<file path="src/hdl/rvd_consts.vh">
// constants for the reset and vector dispatch block
`ifndef RVD_CONSTS_VH
`define RVD_CONSTS_VH
`define RVD_OSC_WAIT_CYC 7'h40
`define RVD_HOLD_CYC 7'h20
`define RVD_ADR_CTRL 4'h0
`define RVD_ADR_VBASE 4'h4
`define RVD_ADR_STAT 4'h8
`define RVD_ADR_VECREQ 4'hc
`define RVD_CTRL_KEY_EN 0
`define RVD_CTRL_WDT_EN 1
`define RVD_CTRL_WDT_SEL 2
`define RVD_CTRL_KEY_MASK_LSB 4
`define RVD_CTRL_RST 8'h00
`define RVD_VBASE_RST 16'h0080
`define RVD_VEC_RESET 5'h00
`define RVD_VEC_NMI 5'h02
`define RVD_MASKABLE_MAP 32'h0005_4d90
`define RVD_MAX_VEC 5'h1f
`define RVD_ST_HOLD 2'h0
`define RVD_ST_OSC 2'h1
`define RVD_ST_IRH 2'h2
`define RVD_ST_RUN 2'h3
`endif

</file>
<file path="src/hdl/rvd_reset_dispatch.v">
// reset source combiner, release sequencer and vector address dispatch
// Summary of operation
// - three reset sources: pin, port key entry, watchdog; any resets cpu and peripherals
// - pin low holds reset; pin high starts the reset sequence
// - key reset fires when all software-selected key inputs are low together
// - key reset stays inactive until software enables it
// - watchdog overflow resets when select bit is 1, else raises nmi
// - watchdog reset path is off until software enables it
// - after release wait 64 then 32 oscillator cycles before cpu starts
// - cpu runs on the internal oscillator clock after release
// - cpu fetches reset vector from table start and runs from there
// - reset clears eight general registers and stack pointer to zero
// - reset clears processor status word: level 0, interrupts disabled
// - reset leaves internal ram contents untouched
// - reset loads default values into peripheral registers
// - vector address is base plus four times vector number 0..31
// - pin and watchdog resets use vector 0, highest priority
// - watchdog nmi uses vector 2 at base plus 0x08
// - vectors 4,7,8,10,11,14,16,18 are maskable; 19..31 reserved
// - equal-level maskable requests: lower vector number wins
// - vector base holds 0x8000 after reset
// - low eight vector base bits fixed at zero
`timescale 1ns/10ps
`include "rvd_consts.vh"
module rvd_reset_dispatch (
	input wire clk_i,
	input wire rst_i,
	input wire reset_pin_n_i,
	input wire [3:0] key_reset_inputs_i,
	input wire wdt_overflow_i,
	input wire [31:0] irq_pending_i,
	input wire [95:0] irq_level_i,
	input wire [2:0] cpu_level_i,
	input wire cpu_ie_i,
	input wire [3:0] wb_adr_i,
	input wire [31:0] wb_dat_i,
	input wire [3:0] wb_sel_i,
	input wire wb_we_i,
	input wire wb_cyc_i,
	input wire wb_stb_i,
	output reg [31:0] wb_dat_o,
	output reg wb_ack_o,
	output wire wb_err_o,
	output reg init_reset_o,
	output reg cpu_run_o,
	output reg core_clear_o,
	output reg periph_reset_o,
	output reg [23:0] reset_vec_addr_o,
	output reg nmi_o,
	output reg [23:0] nmi_vec_addr_o,
	output reg irq_o,
	output reg [4:0] irq_vec_o,
	output reg [2:0] irq_lvl_o,
	output reg [23:0] irq_vec_addr_o
);
	// returns base plus four times the vector number
	function [23:0] vec_addr;
		input [15:0] base;
		input [4:0] num;
		begin
			vec_addr = {base, 8'h00} + {17'h00000, num, 2'b00};
		end
	endfunction

	reg [3:0] key_s1_r, key_s2_r;
	reg [7:0] ctrl_r;
	reg [15:0] vbase_r;
	reg [1:0] state_r, state_nxt;
	reg [6:0] cnt_r, cnt_nxt;
	reg [2:0] cause_r;
	reg nmi_pend_r;
	reg rst_q1_r, rst_q2_r;
	wire key_hit, wdt_rst, wdt_nmi, src_rst, hard_rst;
	wire bus_req;
	wire [3:0] key_mask;

	assign key_mask = ctrl_r[`RVD_CTRL_KEY_MASK_LSB +: 4];
	// synchroniser: second stage is the only reader of the first
	always @(posedge clk_i) begin
		key_s1_r <= key_reset_inputs_i;
		key_s2_r <= key_s1_r;
	end
	// empty mask never fires, so an enabled key reset needs at least one port chosen
	assign key_hit = ctrl_r[`RVD_CTRL_KEY_EN] && (key_mask != 4'h0) &&
		((key_s2_r & key_mask) == 4'h0);
	assign wdt_rst = wdt_overflow_i && ctrl_r[`RVD_CTRL_WDT_EN] && ctrl_r[`RVD_CTRL_WDT_SEL];
	assign wdt_nmi = wdt_overflow_i && !ctrl_r[`RVD_CTRL_WDT_SEL];
	assign src_rst = !reset_pin_n_i || key_hit || wdt_rst;
	assign hard_rst = rst_i || src_rst;

	// reset assertion is seen combinationally by the sequencer, release goes through two flops
	always @(posedge clk_i) begin
		if (hard_rst) begin
			rst_q1_r <= 1'b1;
			rst_q2_r <= 1'b1;
		end else begin
			rst_q1_r <= 1'b0;
			rst_q2_r <= rst_q1_r;
		end
	end

	// control and base registers reset on the bus reset rst_i, and the pin, key and wdt paths
	// reset them too, since they are peripheral defaults
	assign bus_req = wb_cyc_i && wb_stb_i && !wb_ack_o;
	assign wb_err_o = 1'b0;
	always @(posedge clk_i) begin
		if (hard_rst) begin
			ctrl_r <= `RVD_CTRL_RST;
			vbase_r <= `RVD_VBASE_RST;
		end else if (bus_req && wb_we_i) begin
			if (wb_adr_i == `RVD_ADR_CTRL && wb_sel_i[0])
				ctrl_r <= wb_dat_i[7:0];
			if (wb_adr_i == `RVD_ADR_VBASE) begin
				if (wb_sel_i[1])
					vbase_r[7:0] <= wb_dat_i[15:8];
				if (wb_sel_i[2])
					vbase_r[15:8] <= wb_dat_i[23:16];
			end
		end
	end

	// record which source caused the last reset; kept until the next source reset overwrites it or rst_i clears it
	always @(posedge clk_i) begin
		if (rst_i)
			cause_r <= 3'h0;
		else if (src_rst)
			cause_r <= {wdt_rst, key_hit, !reset_pin_n_i};
	end

	always @(posedge clk_i) begin
		if (rst_i) begin
			wb_ack_o <= 1'b0;
			wb_dat_o <= 32'h0000_0000;
		end else begin
			wb_ack_o <= bus_req;
			if (bus_req && !wb_we_i) begin
				case (wb_adr_i)
				`RVD_ADR_CTRL: wb_dat_o <= {24'h000000, ctrl_r};
				`RVD_ADR_VBASE: wb_dat_o <= {8'h00, vbase_r, 8'h00};
				`RVD_ADR_STAT: wb_dat_o <= {27'h0, cpu_run_o, state_r, cause_r[1:0] | {1'b0, cause_r[2]}};
				`RVD_ADR_VECREQ: wb_dat_o <= {16'h0000, 5'h00, irq_lvl_o, 3'h0, irq_vec_o};
				default: wb_dat_o <= 32'h0000_0000;
				endcase
			end
		end
	end

	// release sequencer: oscillator wait then internal hold
	always @* begin
		state_nxt = state_r;
		cnt_nxt = cnt_r;
		case (state_r)
		`RVD_ST_HOLD: begin
			if (!rst_q2_r) begin
				state_nxt = `RVD_ST_OSC;
				cnt_nxt = `RVD_OSC_WAIT_CYC - 7'h01;
			end
		end
		`RVD_ST_OSC: begin
			if (cnt_r == 7'h00) begin
				state_nxt = `RVD_ST_IRH;
				cnt_nxt = `RVD_HOLD_CYC - 7'h01;
			end else
				cnt_nxt = cnt_r - 7'h01;
		end
		`RVD_ST_IRH: begin
			if (cnt_r == 7'h00)
				state_nxt = `RVD_ST_RUN;
			else
				cnt_nxt = cnt_r - 7'h01;
		end
		`RVD_ST_RUN: state_nxt = `RVD_ST_RUN;
		default: state_nxt = `RVD_ST_HOLD;
		endcase
	end

	always @(posedge clk_i) begin
		if (hard_rst || rst_q2_r) begin
			state_r <= `RVD_ST_HOLD;
			cnt_r <= 7'h00;
		end else begin
			state_r <= state_nxt;
			cnt_r <= cnt_nxt;
		end
	end

	// cpu status and vector outputs; the core clears r0-sp, psw on core_clear_o
	// ram has no reset hookup here, so its contents stay as they were
	always @(posedge clk_i) begin
		if (hard_rst) begin
			init_reset_o <= 1'b1;
			core_clear_o <= 1'b1;
			periph_reset_o <= 1'b1;
			cpu_run_o <= 1'b0;
			reset_vec_addr_o <= 24'h000000;
		end else begin
			init_reset_o <= rst_q2_r;
			core_clear_o <= (state_r != `RVD_ST_RUN);
			periph_reset_o <= rst_q2_r;
			cpu_run_o <= (state_r == `RVD_ST_RUN);
			reset_vec_addr_o <= vec_addr(vbase_r, `RVD_VEC_RESET);
		end
	end

	// nmi held until reset; reset has higher priority and wipes it
	always @(posedge clk_i) begin
		if (hard_rst) begin
			nmi_pend_r <= 1'b0;
			nmi_o <= 1'b0;
			nmi_vec_addr_o <= 24'h000000;
		end else begin
			if (wdt_nmi)
				nmi_pend_r <= 1'b1;
			nmi_o <= (nmi_pend_r || wdt_nmi) && cpu_run_o;
			nmi_vec_addr_o <= vec_addr(vbase_r, `RVD_VEC_NMI);
		end
	end

	// maskable arbitration: highest level, then lowest vector number
	reg [4:0] best_v;
	reg [2:0] best_l;
	reg best_ok;
	integer i;
	wire [31:0] mask_map = `RVD_MASKABLE_MAP;
	always @* begin
		best_v = 5'h00;
		best_l = 3'h0;
		best_ok = 1'b0;
		for (i = 31; i >= 0; i = i - 1) begin
			if (mask_map[i] && irq_pending_i[i] && irq_level_i[i*3 +: 3] != 3'h0 &&
				(!best_ok || irq_level_i[i*3 +: 3] >= best_l)) begin
				best_v = i[4:0];
				best_l = irq_level_i[i*3 +: 3];
				best_ok = 1'b1;
			end
		end
	end

	always @(posedge clk_i) begin
		if (hard_rst) begin
			irq_o <= 1'b0;
			irq_vec_o <= 5'h00;
			irq_lvl_o <= 3'h0;
			irq_vec_addr_o <= 24'h000000;
		end else begin
			irq_o <= best_ok && cpu_ie_i && (best_l > cpu_level_i) && cpu_run_o && !nmi_o;
			irq_vec_o <= best_v;
			irq_lvl_o <= best_l;
			irq_vec_addr_o <= vec_addr(vbase_r, best_v);
		end
	end
endmodule // rvd_reset_dispatch

</file>
<file path="config.mk">
export PLATFORM = sky130hd
export DESIGN_NAME = rvd_reset_dispatch
export DESIGN_NICKNAME = d
export VERILOG_FILES = /design/src/hdl/rvd_reset_dispatch.v
export VERILOG_INCLUDE_DIRS = /design/src /design/src/hdl
export SDC_FILE = /design/constraint.sdc
export NUM_CORES = 1
export LEC_CHECK = 0
export BUFFER_PORTS_ARGS = -buffer_cell sky130_fd_sc_hd__buf_2
export CAP_MARGIN = 5
export CORE_MARGIN = 3
export CORE_UTILIZATION = 30
export CTS_CLUSTER_DIAMETER = 50
export CTS_CLUSTER_SIZE = 12
export DETAILED_ROUTE_END_ITERATION = 8
export SYNTH_ARGS = -nofsm -noshare
export SYNTH_HDL_FRONTEND = slang
export SYNTH_SLANG_ARGS = --single-unit
</file>
<file path="constraint.sdc">
create_clock -name clk_i -period 12.93 [get_ports clk_i]
set_input_delay 2.586 -clock clk_i [delete_from_list [all_inputs] [get_ports clk_i]]
set_output_delay 2.586 -clock clk_i [all_outputs]
set_load 0.03 [all_outputs]
</file>
==> out/qor.log, run 1 <==
[floorplan] DIE AREA 19190 um2
[floorplan] Die W 138.5 um
[drt] drt initial violations 131
[global_routing] maximum number of pins on one net before global-route repair 30
[layout] non-filler cells in the finished layout 945
[clocking] H-tree levels 3
[critical_path] Reg2Reg Depth 9
[yosys] Simple-Gate Fraction of Synth Area 17.34%
[layout] share of final-layout standard cells stronger than drive strength 1 32.04%
[yosys] dominant combinational cell family by area after synthesis simple AND/OR/NAND/NOR gates
[power_and_ir_drop] pwr/cell area 117.7 nW/um2
[floorplan] I/O pins 303
[floorplan] Initial Utilization 31.21%
[critical_path] type of element launching the critical path input pin
[clocking] Sinks on Clock Net 102
[critical_path] kind of critical path in2reg
[sta] Peak Freq 81.82 MHz
[yosys] Seq cells post-synth 102
[layout] cell area after layout 6316 um2
[global_routing] global-route track usage on met1 16.12%
[placed_design] worst slack, placed 0.1610 ns
[yosys] predominant post-synthesis flop cell dfxtp_1
[global_routing] antenna violations before repair 1
[sta] Worst Hold Margin 0.3293 ns
[layout] FILL cells 1779
[clocking] CTS Hold Bufs 0
[critical_path] count of cell instances traversed by the critical path 52
[sta] share of the clock period used by the worst path 94.52%
[yosys] Post-Synth XOR/XNOR Area 0.1663%
[global_routing] combined global-route utilization of all metal layers 12.91%
[clocking] clock transition time at the flip-flop clock pins of the worst setup and hold paths 0.07 ns
[yosys] synthesized netlist cell count 582
[drt] final wirelength 12.88 mm
[yosys] adder-cell share of the synthesized area 7.363%
[run] max cap viols 0
[clocking] CTS Buffer Depth 2
[sta] clock period minus final worst setup slack 12.22 ns
[sta] Post-Route Skew 0.01024 ns
[yosys] compound-cell area share of the yosys netlist 16.79%
[yosys] share of cell area taken by muxes after synthesis 7.102%
[drt] post-detailed-route via-to-cell ratio 4.580
[layout] area used by multi-input combinational logic 2705 um2
[layout] number of nets in the finished design 933
[floorplan] number of placement rows 47
[critical_path] cell with the biggest individual delay on the critical path or3b_1
[sta] sum of negative setup slack 0 ns
[global_routing] global-route wire length before repair 20.46 mm
[sta] final worst-path setup slack 0.7084 ns
[critical_path] dominant delay contributor by cell family on the critical path compound AO/OA/AOI/OAI gates
[status] run status finished, final reports clean
[power_and_ir_drop] Worst IR Drop VDD 48.95 uV
[yosys] number of synthesized flops with an enable pin 0
[placed_design] DPL Wire Length 10.26 mm
[clocking] number of CTS-inserted buffers 9
[hold_path] hold path cells 0
[clocking] clock latency reported for the late side of the worst-skew pair 0.34 ns
[layout] commonest cells after routing, fill and taps aside 170 x buf_2, 102 x dfxtp_1, 80 x nor2_1, 37 x nand2_1, 31 x ha_1
[clocking] CTS tree yes
[hold_path] type of the worst min-delay path reg2reg
[drt] count of unresolved DRC violations after routing 0
[layout] P&R area growth vs syn 19.91%
[placed_design] total placed cells including tap cells 928
[drt] iteration count of the initial detailed-routing pass 4
[floorplan] y dimension of the die 138.5 um
[global_routing] grt met3 use 2.728%
[critical_path] worst path bufs/invs 3
[sta] unrepaired setup endpoints after global routing no
[critical_path] startpoint of the worst setup timing path irq_pending_i[18]
[global_routing] most crowded layer after global routing met2
[yosys] post-synthesis async set-or-reset flop share 0%
[sta] number of setup violations in the final report 0
[layout] area used by sequential logic in the layout 2042 um2
[layout] most common library cell in the layout ignoring fill and taps buf_2
[placed_design] Final Wtd Congestion 0.8486
[yosys] sequential element share of the synthesized area 38.76%
[critical_path] beginning of the worst register-to-register path state_r[0]
[sta] normalized max-slew margin 30.66%
[critical_path] Worst EP required 13.16 ns
[drt] routed via count 4328
[critical_path] crit-path most repeated cell ha_1
[critical_path] Largest stage delay, worst path 0.37 ns
[global_routing] GRT met2 Usage 22.48%
[global_routing] vias in the first global route 4036
[drt] average wire length per cell after detail routing 13.63 um
[critical_path] Worst Path Arrival 12.45 ns
[critical_path] setup slack, reg-to-reg 10.46 ns
[yosys] Yosys warning total 0
[sta] final-report max-slew violation count 0
[sta] worst slew pin tran 1.039 ns
[floorplan] Core Footprint 16880 um2
[power_and_ir_drop] Static Leakage 3.130 nW
[yosys] per-instance average area after synthesis 9.051 um2
[yosys] Synth cell types 64
[placed_design] count of buffers from port buffering 170
[placed_design] placed cell area 6021 um2
[hold_path] Hold Startpoint key_s1_r[2]
[clocking] library cell used as clock root buffer clkbuf_16
[critical_path] crit path max fanout 6
[sta] count of endpoints failing hold in the final timing report 0
[global_routing] GR Overflow Total 0
[drt] count of antenna-violating nets left after detailed routing 0
[critical_path] crit path capture type flip-flop
[yosys] synthesized cell area 5268 um2
## timing repair
| action | in CTS | in global routing |
|---|---|---|
| resized for setup | 0 | 7 |
| setup buffers | 0 | 0 |
| endpoints found under the setup margin | 0 | 1 |
## power by group
part | switching [mW] | internal [mW] | total [mW]
sequential | 0.00488 | 0.320 | 0.325
clock | 0.115 | 0.130 | 0.245
combinational | 0.0994 | 0.0736 | 0.173
## synth_stat cells (2+ instances only)
| cell type | instances | area, um2 |
|---|---|---|
| nor4_1 | 2 | 12.51 |
| a21o_2 | 2 | 17.52 |
| mux2_4 | 2 | 30.03 |
| clkbuf_1 | 13 | 48.80 |
| o211a_1 | 2 | 20.02 |
| ha_1 | 31 | 387.9 |
| buf_4 | 66 | 495.5 |
| o22ai_1 | 2 | 12.51 |
| o31ai_1 | 5 | 37.54 |
| o31ai_2 | 2 | 25.02 |
| nor2b_1 | 3 | 18.77 |
| nand2_1 | 37 | 138.9 |
| or3_1 | 3 | 18.77 |
| and3_2 | 2 | 15.01 |
| a31oi_1 | 5 | 31.28 |
| a22o_1 | 5 | 43.79 |
| nand3_1 | 11 | 55.05 |
| nand4_1 | 3 | 18.77 |
| nand2b_1 | 7 | 43.79 |
| o211ai_1 | 2 | 15.01 |
| or2_2 | 2 | 12.51 |
| nor2_1 | 81 | 304.0 |
| a21oi_1 | 26 | 130.1 |
| mux2i_1 | 31 | 310.3 |
| and3_1 | 2 | 12.51 |
| dfxtp_1 | 102 | 2042 |
| o21a_1 | 4 | 30.03 |
| o31a_2 | 3 | 30.03 |
| mux2_2 | 3 | 33.78 |
| o31a_1 | 2 | 17.52 |
| nor3_1 | 14 | 70.07 |
| buf_6 | 2 | 22.52 |
| and2_1 | 20 | 125.1 |
| a311oi_1 | 2 | 17.52 |
| a22oi_1 | 19 | 142.6 |
| a211oi_1 | 2 | 15.01 |
| o21ai_0 | 8 | 40.04 |
| inv_1 | 22 | 82.58 |
| a21o_1 | 7 | 52.55 |
## stage by stage
| stage | power [mW] | utilization (%) |
|---|---|---|
| 2_1_floorplan | 0.4606 | - |
| 3_3_place_gp | 0.5017 | 35.67 |
| 3_5_place_dp | 0.5039 | 35.67 |
| 4_1_cts | 0.7482 | 37.26 |
| 5_1_grt | 0.7808 | 37.41 |
| 6_report | 0.7431 | 37.42 |
## final timing paths
check                 to
max                irq_o
min reg2reg  key_s2_r[2]
max reg2reg     cnt_r[4]
min          key_s2_r[2]
## routing by layer
layer	vias up	routed length (um)	share of wire, %
met5	-	7	0.054
met3	11	756	5.9
met1	1973	5745	45
li1	2210	-	-
met2	132	6239	48
met4	2	135	1.0
## cells by family (layout without fill, tap and decap cells)
logic type | Yosys count | count (layout)
simple gates | 195 | 195
compound gates | 112 | 112
flops | 102 | 102
mux | 36 | 36
other cells | 1 | 28
fa+ha+maj | 31 | 31
xor+xnor | 1 | 1
buf+inv | 104 | 220
## final cells by class
cell class / instances / area share [%]
Timing Repair Buffer: 182 / 14.90
Multi-Input combinational cell: 402 / 42.83
Clock buffer: 10 / 3.625
Antenna cell: 1 / 0.03962
Clock inverter: 6 / 0.6141
Inverter: 22 / 1.307
Sequential cell: 102 / 32.33
Tap cell: 220 / 4.358
## flip-flops by register name, summed over array words and instances, names as in the netlist, 2 cells and up
name / count
wb_dat_o: 24
reset_vec_addr_o: 16
vbase_r: 16
ctrl_r: 8
cnt_r: 7
irq_vec_o: 4
key_s1_r: 4
key_s2_r: 4
cause_r: 3
irq_lvl_o: 3
state_r: 2
(Power assumes the default switching activity.)
==> run 2, diff against run 1 <==
--- a/config.mk
+++ b/config.mk
@@ -8,11 +8,12 @@
 export LEC_CHECK = 0
 export BUFFER_PORTS_ARGS = -buffer_cell sky130_fd_sc_hd__buf_2
 export CAP_MARGIN = 5
-export CORE_MARGIN = 3
-export CORE_UTILIZATION = 30
+export CORE_AREA = 3 3 117 119
 export CTS_CLUSTER_DIAMETER = 50
 export CTS_CLUSTER_SIZE = 12
 export DETAILED_ROUTE_END_ITERATION = 8
+export DIE_AREA = 0 0 120 122
+export PLACE_DENSITY = 0.75
 export SYNTH_ARGS = -nofsm -noshare
 export SYNTH_HDL_FRONTEND = slang
 export SYNTH_SLANG_ARGS = --single-unit
==> constraint.sdc (replaced) <==
create_clock -name clk_i -period 13.62 [get_ports clk_i]
set_input_delay 2.724 -clock clk_i [delete_from_list [all_inputs] [get_ports clk_i]]
set_output_delay 2.724 -clock clk_i [all_outputs]
set_load 0.03 [all_outputs]
==> out/qor.log, run 2 (synthesis results as in run 1) <==
[status] run status finished, final reports clean
[clocking] H-tree levels 3 [unchanged]
[critical_path] type of element launching the critical path input pin
[sta] Peak Freq 77.91 MHz
[drt] count of unresolved DRC violations after routing 0 [unchanged]
[sta] clock period minus final worst setup slack 12.84 ns
[sta] final-report max-slew violation count 0 [unchanged]
[critical_path] count of cell instances traversed by the critical path 51 [-1.9%]
[drt] average wire length per cell after detail routing 14.01 um [+2.8%]
[sta] share of the clock period used by the worst path 94.24%
[clocking] clock latency reported for the late side of the worst-skew pair 0.34 ns [about the same]
[floorplan] I/O pins 303 [unchanged]
[layout] most common library cell in the layout ignoring fill and taps buf_2
[global_routing] antenna violations before repair 1 [unchanged]
[floorplan] number of placement rows 41 [-13%]
[critical_path] Largest stage delay, worst path 0.38 ns [about the same]
[critical_path] worst path bufs/invs 2 [-1]
[layout] share of final-layout standard cells stronger than drive strength 1 31.48% [-0.56 points]
[critical_path] crit path capture type flip-flop
[layout] commonest cells after routing, fill and taps aside 170 x buf_2, 102 x dfxtp_1, 80 x nor2_1, 37 x nand2_1
[global_routing] GR Overflow Total 0 [unchanged]
[sta] final worst-path setup slack 0.7849 ns [+0.07652 ns]
[critical_path] crit path max fanout 6 [unchanged]
[power_and_ir_drop] Reg power frac 41.4% [-2.3 points]
[floorplan] Core Footprint 12670 um2 [-25%]
[power_and_ir_drop] overall power consumption 0.7444 mW [+0.18%]
[sta] normalized max-slew margin 30.81% [+0.15 points]
[critical_path] setup slack, reg-to-reg 11.20 ns [+0.74 ns]
[layout] end-of-flow core utilization 49.56% [+12 points]
[critical_path] kind of critical path in2reg
[layout] registers with the most flip-flops wb_dat_o: 24 flops, reset_vec_addr_o: 16 flops, vbase_r: 16 flops
[power_and_ir_drop] Worst IR Drop VDD 56.40 uV [+15%]
[sta] worst slew pin tran 1.038 ns [-0.001141 ns]
[run] max cap viols 0 [unchanged]
[placed_design] worst slack, placed -0.05437 ns [-0.2154 ns]
[critical_path] Worst EP required 13.84 ns [+0.68 ns]
[global_routing] vias in the first global route 4008 [-0.69%]
[global_routing] combined global-route utilization of all metal layers 16.39% [+3.5 points]
[hold_path] type of the worst min-delay path reg2reg
[clocking] library cell used as clock root buffer clkbuf_16
[sta] Post-Route Skew 0.005202 ns [-0.005040 ns]
[layout] max reg flops 24 [unchanged]
[floorplan] DIE AREA 14640 um2 [-24%]
[placed_design] count of buffers from port buffering 170 [unchanged]
[global_routing] global-route wire length before repair 19.22 mm [-6.0%]
[critical_path] cell with the biggest individual delay on the critical path mux2_2
[drt] drt initial violations 246 [+88%]
[sta] number of setup violations in the final report 0 [unchanged]
[power_and_ir_drop] combinational fraction of design power 21.7% [-1.6 points]
[layout] cell area after layout 6280 um2 [-0.57%]
[drt] final wirelength 12.51 mm [-2.9%]
[layout] number of nets in the finished design 930 [-0.32%]
[drt] count of antenna-violating nets left after detailed routing 0 [unchanged]
[drt] iteration count of the initial detailed-routing pass 4 [unchanged]
[critical_path] dominant delay contributor by cell family on the critical path compound AO/OA/AOI/OAI gates
[critical_path] Reg2Reg Depth 9 [unchanged]
[power_and_ir_drop] pwr/cell area 118.5 nW/um2 [+0.76%]
[sta] Worst Hold Margin 0.3281 ns [-0.001134 ns]
[floorplan] y dimension of the die 122 um [-12%]
[power_and_ir_drop] internal power 0.5343 mW [+2.0%]
[power_and_ir_drop] clock power share 36.9% [+3.9 points]
[sta] count of endpoints failing hold in the final timing report 0 [unchanged]
[global_routing] maximum number of pins on one net before global-route repair 30 [unchanged]
[floorplan] Die W 120 um [-13%]
[drt] post-detailed-route via-to-cell ratio 4.895 [+6.9%]
[critical_path] crit-path most repeated cell ha_1
[clocking] number of CTS-inserted buffers 9 [unchanged]
[placed_design] Final Wtd Congestion 0.8680 [+2.3%]
[drt] routed via count 4371 [+0.99%]
[power_and_ir_drop] Static Leakage 3.151 nW [+0.68%]
[layout] antenna diode count 0 [-1]
[critical_path] Worst Path Arrival 13.06 ns [+0.61 ns]
[hold_path] hold path cells 0 [unchanged]
[placed_design] placed cell area 5896 um2 [-2.1%]
[layout] register containing the most flip-flops in the final layout wb_dat_o
[power_and_ir_drop] switching fraction of total power 28.23% [-1.3 points]
[clocking] CTS Buffer Depth 2 [unchanged]
[floorplan] Initial Utilization 41.57% [+10 points]
[clocking] Sinks on Clock Net 102 [unchanged]
[clocking] CTS tree yes
[power_and_ir_drop] switching power of the nets 0.2102 mW [-4.3%]
[layout] FILL cells 1205 [-32%]
[placed_design] DPL Wire Length 9.808 mm [-4.4%]
[layout] P&R area growth vs syn 19.22%
[clocking] clock transition time at the flip-flop clock pins of the worst setup and hold paths 0.07 ns [about the same]
==> run 2: worst paths after layout <==
check           endpoint         startpoint
min reg2reg  key_s2_r[0]        key_s1_r[0]
min          key_s2_r[0]        key_s1_r[0]
max                irq_o  irq_pending_i[18]
max reg2reg     cnt_r[4]         state_r[0]
==> run 2: cell type report <==
type	count	area, um2	share of cell area, %
well taps	172	215.2	3.427
clock buffers	9	225.2	3.586
inverters	22	82.58	1.315
repair buffers	179	918.4	14.62
multi-input cells	402	2693	42.88
flip-flops and latches	102	2042	32.52
clock inverters	7	103.9	1.654
==> run 2: routing by layer <==
metal | GRT usage (%) | vias to the layer above | share of wire [%]
met5 | 0 | - | 0.10
met4 | 5.870 | 2 | 1.5
met3 | 2.925 | 15 | 6.6
met2 | 29.43 | 160 | 49
met1 | 19.64 | 1989 | 43
li1 | - | 2205 | -
==> run 2: through the flow <==
step / cells / setup TNS, ns
floorplan: 608 / 0
global placement: 872 / 0
detailed placement: 872 / -0.05437
CTS: 888 / 0
global route: 893 / -0.009412
finish: 893 / 0
==> run 2: what timing repair did <==
action                                  in CTS  in global routing
buffers inserted                             0                  5
gates resized for setup                      0                  5
hold buffers                                 0                  0
endpoints found under the setup margin       0                  1
==> run 2: power groups by stage <==
stage / Clock, mW / Combinational, mW / Sequential, mW
after floorplan: 0 / 0.117 / 0.321
after global placement: 0 / 0.152 / 0.315
after detailed placement: 0 / 0.155 / 0.315
after CTS: 0.283 / 0.155 / 0.308
after global routing: 0.293 / 0.179 / 0.309
final: 0.275 / 0.161 / 0.308
==> run 2: worst reg2reg max path: stages, from the launching register on <==
cell     delay, ns
dfxtp_1       0.42
inv_1         0.12
ha_1          0.22
nand2_1       0.10
o31ai_1       0.07
a21oi_1       0.54
nand3_1       0.39
a21o_1        0.25
a21oi_1       0.13
nor3_1        0.05
==> run 3, diff against run 2 <==
--- a/config.mk
+++ b/config.mk
@@ -6,14 +6,16 @@
 export SDC_FILE = /design/constraint.sdc
 export NUM_CORES = 1
 export LEC_CHECK = 0
+export ABC_AREA = 1
 export BUFFER_PORTS_ARGS = -buffer_cell sky130_fd_sc_hd__buf_2
 export CAP_MARGIN = 5
-export CORE_AREA = 3 3 117 119
+export CORE_AREA = 3 3 116 118
 export CTS_CLUSTER_DIAMETER = 50
 export CTS_CLUSTER_SIZE = 12
 export DETAILED_ROUTE_END_ITERATION = 8
-export DIE_AREA = 0 0 120 122
-export PLACE_DENSITY = 0.75
+export DIE_AREA = 0 0 119 121
+export PLACE_DENSITY = 0.77
+export SLEW_MARGIN = 20
 export SYNTH_ARGS = -nofsm -noshare
 export SYNTH_HDL_FRONTEND = slang
 export SYNTH_SLANG_ARGS = --single-unit
==> out/qor.log, run 3 <==
[status] run status finished, final reports clean
[drt] final wirelength 12.14 mm [-3.0%]
[sta] unrepaired setup endpoints after global routing no
[sta] count of endpoints failing hold in the final timing report 0 [unchanged]
[drt] post-detailed-route via-to-cell ratio 4.641 [-5.2%]
[power_and_ir_drop] combinational fraction of design power 22.5% [+0.8 points]
[sta] Peak Freq 91.32 MHz [+17%]
[clocking] Sinks on Clock Net 102 [unchanged]
[critical_path] Worst Path Arrival 11.23 ns [-1.83 ns]
[yosys] Seq cells post-synth 102 [unchanged]
[drt] iteration count of the initial detailed-routing pass 5 [+1]
[power_and_ir_drop] switching power of the nets 0.2196 mW [+4.5%]
[layout] antenna diode count 0 [unchanged]
[floorplan] number of placement rows 41 [unchanged]
[global_routing] combined global-route utilization of all metal layers 16.39% [about the same]
[critical_path] kind of critical path in2reg
[yosys] most common cell in the synthesized netlist nand2_1
[global_routing] antenna violations before repair 0 [-1]
[layout] P&R area growth vs syn 17.82%
[sta] clock period minus final worst setup slack 10.95 ns [-1.885 ns]
[clocking] number of instances resized during post-cts repair 0 [unchanged]
[yosys] predominant post-synthesis flop cell dfxtp_1
[power_and_ir_drop] pwr/cell area 117.0 nW/um2 [-1.3%]
[floorplan] DIE AREA 14400 um2 [-1.6%]
[drt] routed via count 4697 [+7.5%]
[floorplan] Initial Utilization 42.01% [+0.44 points]
[power_and_ir_drop] switching fraction of total power 30.18% [+1.9 points]
[sta] final-report max-slew violation count 0 [unchanged]
[yosys] fraction of synthesized cell area taken by the top area cell type 38.67% [-0.092 points]
[clocking] CTS tree yes
[clocking] CTS Hold Bufs 0 [unchanged]
[layout] commonest cells after routing, fill and taps aside 170 x buf_2, 127 x nand2_1, 102 x dfxtp_1, 88 x inv_1, 78 x nor2_1
[power_and_ir_drop] Static Leakage 3.098 nW [-1.7%]
[power_and_ir_drop] Reg power frac 42.4% [+1.0 points]
[layout] most common library cell in the layout ignoring fill and taps buf_2
[critical_path] crit-path most repeated cell nand2_1
[yosys] top post-synthesis cells by count 127 x nand2_1, 102 x dfxtp_1, 88 x inv_1
[sta] Worst Hold Margin 0.3210 ns [-0.007165 ns]
[placed_design] count of buffers from port buffering 170 [unchanged]
[drt] drt initial violations 231 [-6.1%]
[hold_path] type of the worst min-delay path reg2reg
[critical_path] crit path capture type flip-flop
[critical_path] cell with the biggest individual delay on the critical path ha_1
[sta] Post-Route Skew 0.008346 ns [+0.003143 ns]
[floorplan] y dimension of the die 121 um [-0.82%]
[floorplan] Die W 119 um [-0.83%]
[floorplan] I/O pins 303 [unchanged]
[global_routing] vias in the first global route 4181 [+4.3%]
[yosys] per-instance average area after synthesis 7.500 um2 [-17%]
[drt] average wire length per cell after detail routing 11.99 um [-14%]
[drt] met1 routed wirelength after detailed routing 5.294 mm [-1.0%]
[placed_design] DPL Wire Length 9.553 mm [-2.6%]
[yosys] Yosys warning total 0 [unchanged]
[critical_path] crit path max fanout 8 [+2]
[sta] share of the clock period used by the worst path 80.40% [-14 points]
[sta] sum of negative setup slack 0 ns [unchanged]
[yosys] synthesized netlist cell count 704 [+21%]
[yosys] post-synthesis async set-or-reset flop share 0% [unchanged]
[clocking] clock transition time at the flip-flop clock pins of the worst setup and hold paths 0.07 ns [about the same]
[layout] registers with the most flip-flops wb_dat_o: 24 flops, reset_vec_addr_o: 16 flops, vbase_r: 16 flops
[yosys] synthesized cell area 5280 um2 [+0.24%]
[drt] count of antenna-violating nets left after detailed routing 0 [unchanged]
[drt] Met2 Wirelength 5.825 mm [-5.0%]
[global_routing] GR Overflow Total 0 [unchanged]
[power_and_ir_drop] Worst IR Drop VDD 75.80 uV [+34%]
[power_and_ir_drop] clock power share 35.0% [-1.9 points]
[clocking] clock latency reported for the late side of the worst-skew pair 0.34 ns [about the same]
[placed_design] Final Wtd Congestion 0.8492 [-2.2%]
[drt] count of unresolved DRC violations after routing 0 [unchanged]
[critical_path] Largest stage delay, worst path 0.31 ns [-0.07 ns]
[yosys] Synth cell types 44 [-31%]
[clocking] H-tree levels 3 [unchanged]
[power_and_ir_drop] internal power 0.5081 mW [-4.9%]
[drt] Max Used Layer met4
[critical_path] type of element launching the critical path input pin
[layout] register containing the most flip-flops in the final layout wb_dat_o
[critical_path] Worst EP required 13.90 ns [+0.06 ns]
[global_routing] global-route wire length before repair 19.38 mm [+0.83%]
[sta] worst slew pin tran 1.029 ns [-0.008582 ns]
[layout] max reg flops 24 [unchanged]
[yosys] number of synthesized flops with an enable pin 0 [unchanged]
[layout] number of nets in the finished design 1049 [+13%]
[clocking] CTS Buffer Depth 2 [unchanged]
[yosys] sequential element share of the synthesized area 38.67% [-0.092 points]
[yosys] most area-consuming cells after synthesis dfxtp_1 39%, buf_4 9.2%, nand2_1 9.0%
[clocking] number of buffers inserted by post-CTS setup repair 0 [unchanged]
[global_routing] maximum number of pins on one net before global-route repair 48 [+60%]
[layout] share of final-layout standard cells stronger than drive strength 1 27.50% [-4.0 points]
[clocking] number of CTS-inserted buffers 9 [unchanged]
[sta] number of setup violations in the final report 0 [unchanged]
[sta] normalized max-slew margin 31.13% [+0.32 points]
[clocking] library cell used as clock root buffer clkbuf_16
[drt] wire length on met3 846 um [+1.9%]
[yosys] cell taking the most area after synthesis dfxtp_1
[floorplan] Core Footprint 12570 um2 [-0.81%]
[run] max cap viols 0 [unchanged]
==> run 3: changes by cell type after synthesis, moves of 6 or more <==
cell | previous run | this run
and2_1 | 20 | 2
a21oi_1 | 26 | 59
mux2i_1 | 31 | 0
nand2_4 | 0 | 7
inv_1 | 22 | 88
nand2_1 | 37 | 127
nand2b_1 | 7 | 0
o21ai_0 | 8 | 18
a22oi_1 | 19 | 13
a21o_1 | 7 | 0
nand2_2 | 0 | 13
nand3_1 | 11 | 24
==> run 3: critical path, delay by kind of cell <==
family | cells | cell delay, ns
compound gates | 14 | 1.93
simple gates | 40 | 3.82
buf+inv | 8 | 0.56
fa+ha+maj | 8 | 2.15
==> run 3: layout make-up <==
type                    instances  area [um2]
multi-input cells             455        2440
well taps                     172       215.2
clock buffers                  11       242.7
fillers                      1240        6347
repair buffers                172       865.8
clock inverters                 5       57.56
inverters                      95       357.8
flip-flops and latches        102        2042
==> run 3: power by group through the flow <==
stage	registers [mW]	logic (mW)	clock network, mW
2_1_floorplan	0.322	0.124	0
3_3_place_gp	0.315	0.159	0
3_5_place_dp	0.316	0.164	0
4_1_cts	0.309	0.165	0.264
5_1_grt	0.309	0.186	0.277
6_report	0.309	0.164	0.255
==> run 3: final timing paths <==
kind                                       from            to  slack, ns  depth (start not counted)
worst max-delay path            irq_level_i[54]         irq_o       2.67                         70
worst min-delay path                key_s1_r[2]   key_s2_r[2]       0.32                          0
worst max register to register         wb_ack_o  wb_dat_o[15]      10.36                          7
worst min register to register      key_s1_r[2]   key_s2_r[2]       0.32                          0
==> run 3: layer usage <==
layer	vias up	track usage [%]
met2	156	28.40
met4	0	4.924
met5	-	0
met3	14	4.196
li1	2416	-
met1	2111	20.02
==> run 3: kinds of logic (layout without fill, tap and decap cells) <==
logic type                 after synthesis  in the layout  share of synthesized area, %
AOI/OAI and AO/OA                      118            118                         13.22
xor gates and xnor gates                 2              2                        0.3318
adders and majority gates               31             31                         7.346
buffers and inverters                  173            283                         16.97
DFF                                    102            102                         38.67
other                                    1             27                       0.07102
and+or+nand+nor                        277            277                         23.39
==> run 3: stage by stage <==
stage               total power, mW  instances  setup slack [ns]  area (um2)  util [%]
floorplan                    0.4460        730             3.250        5378         -
global placement             0.4747        996             2.445        5921     47.11
detailed placement           0.4796        996             2.344        5921     47.11
CTS                          0.7373       1012             2.648        6221     49.50
global route                 0.7727       1012             1.544        6221     49.50
finish                       0.7277       1012             2.670        6221     49.50
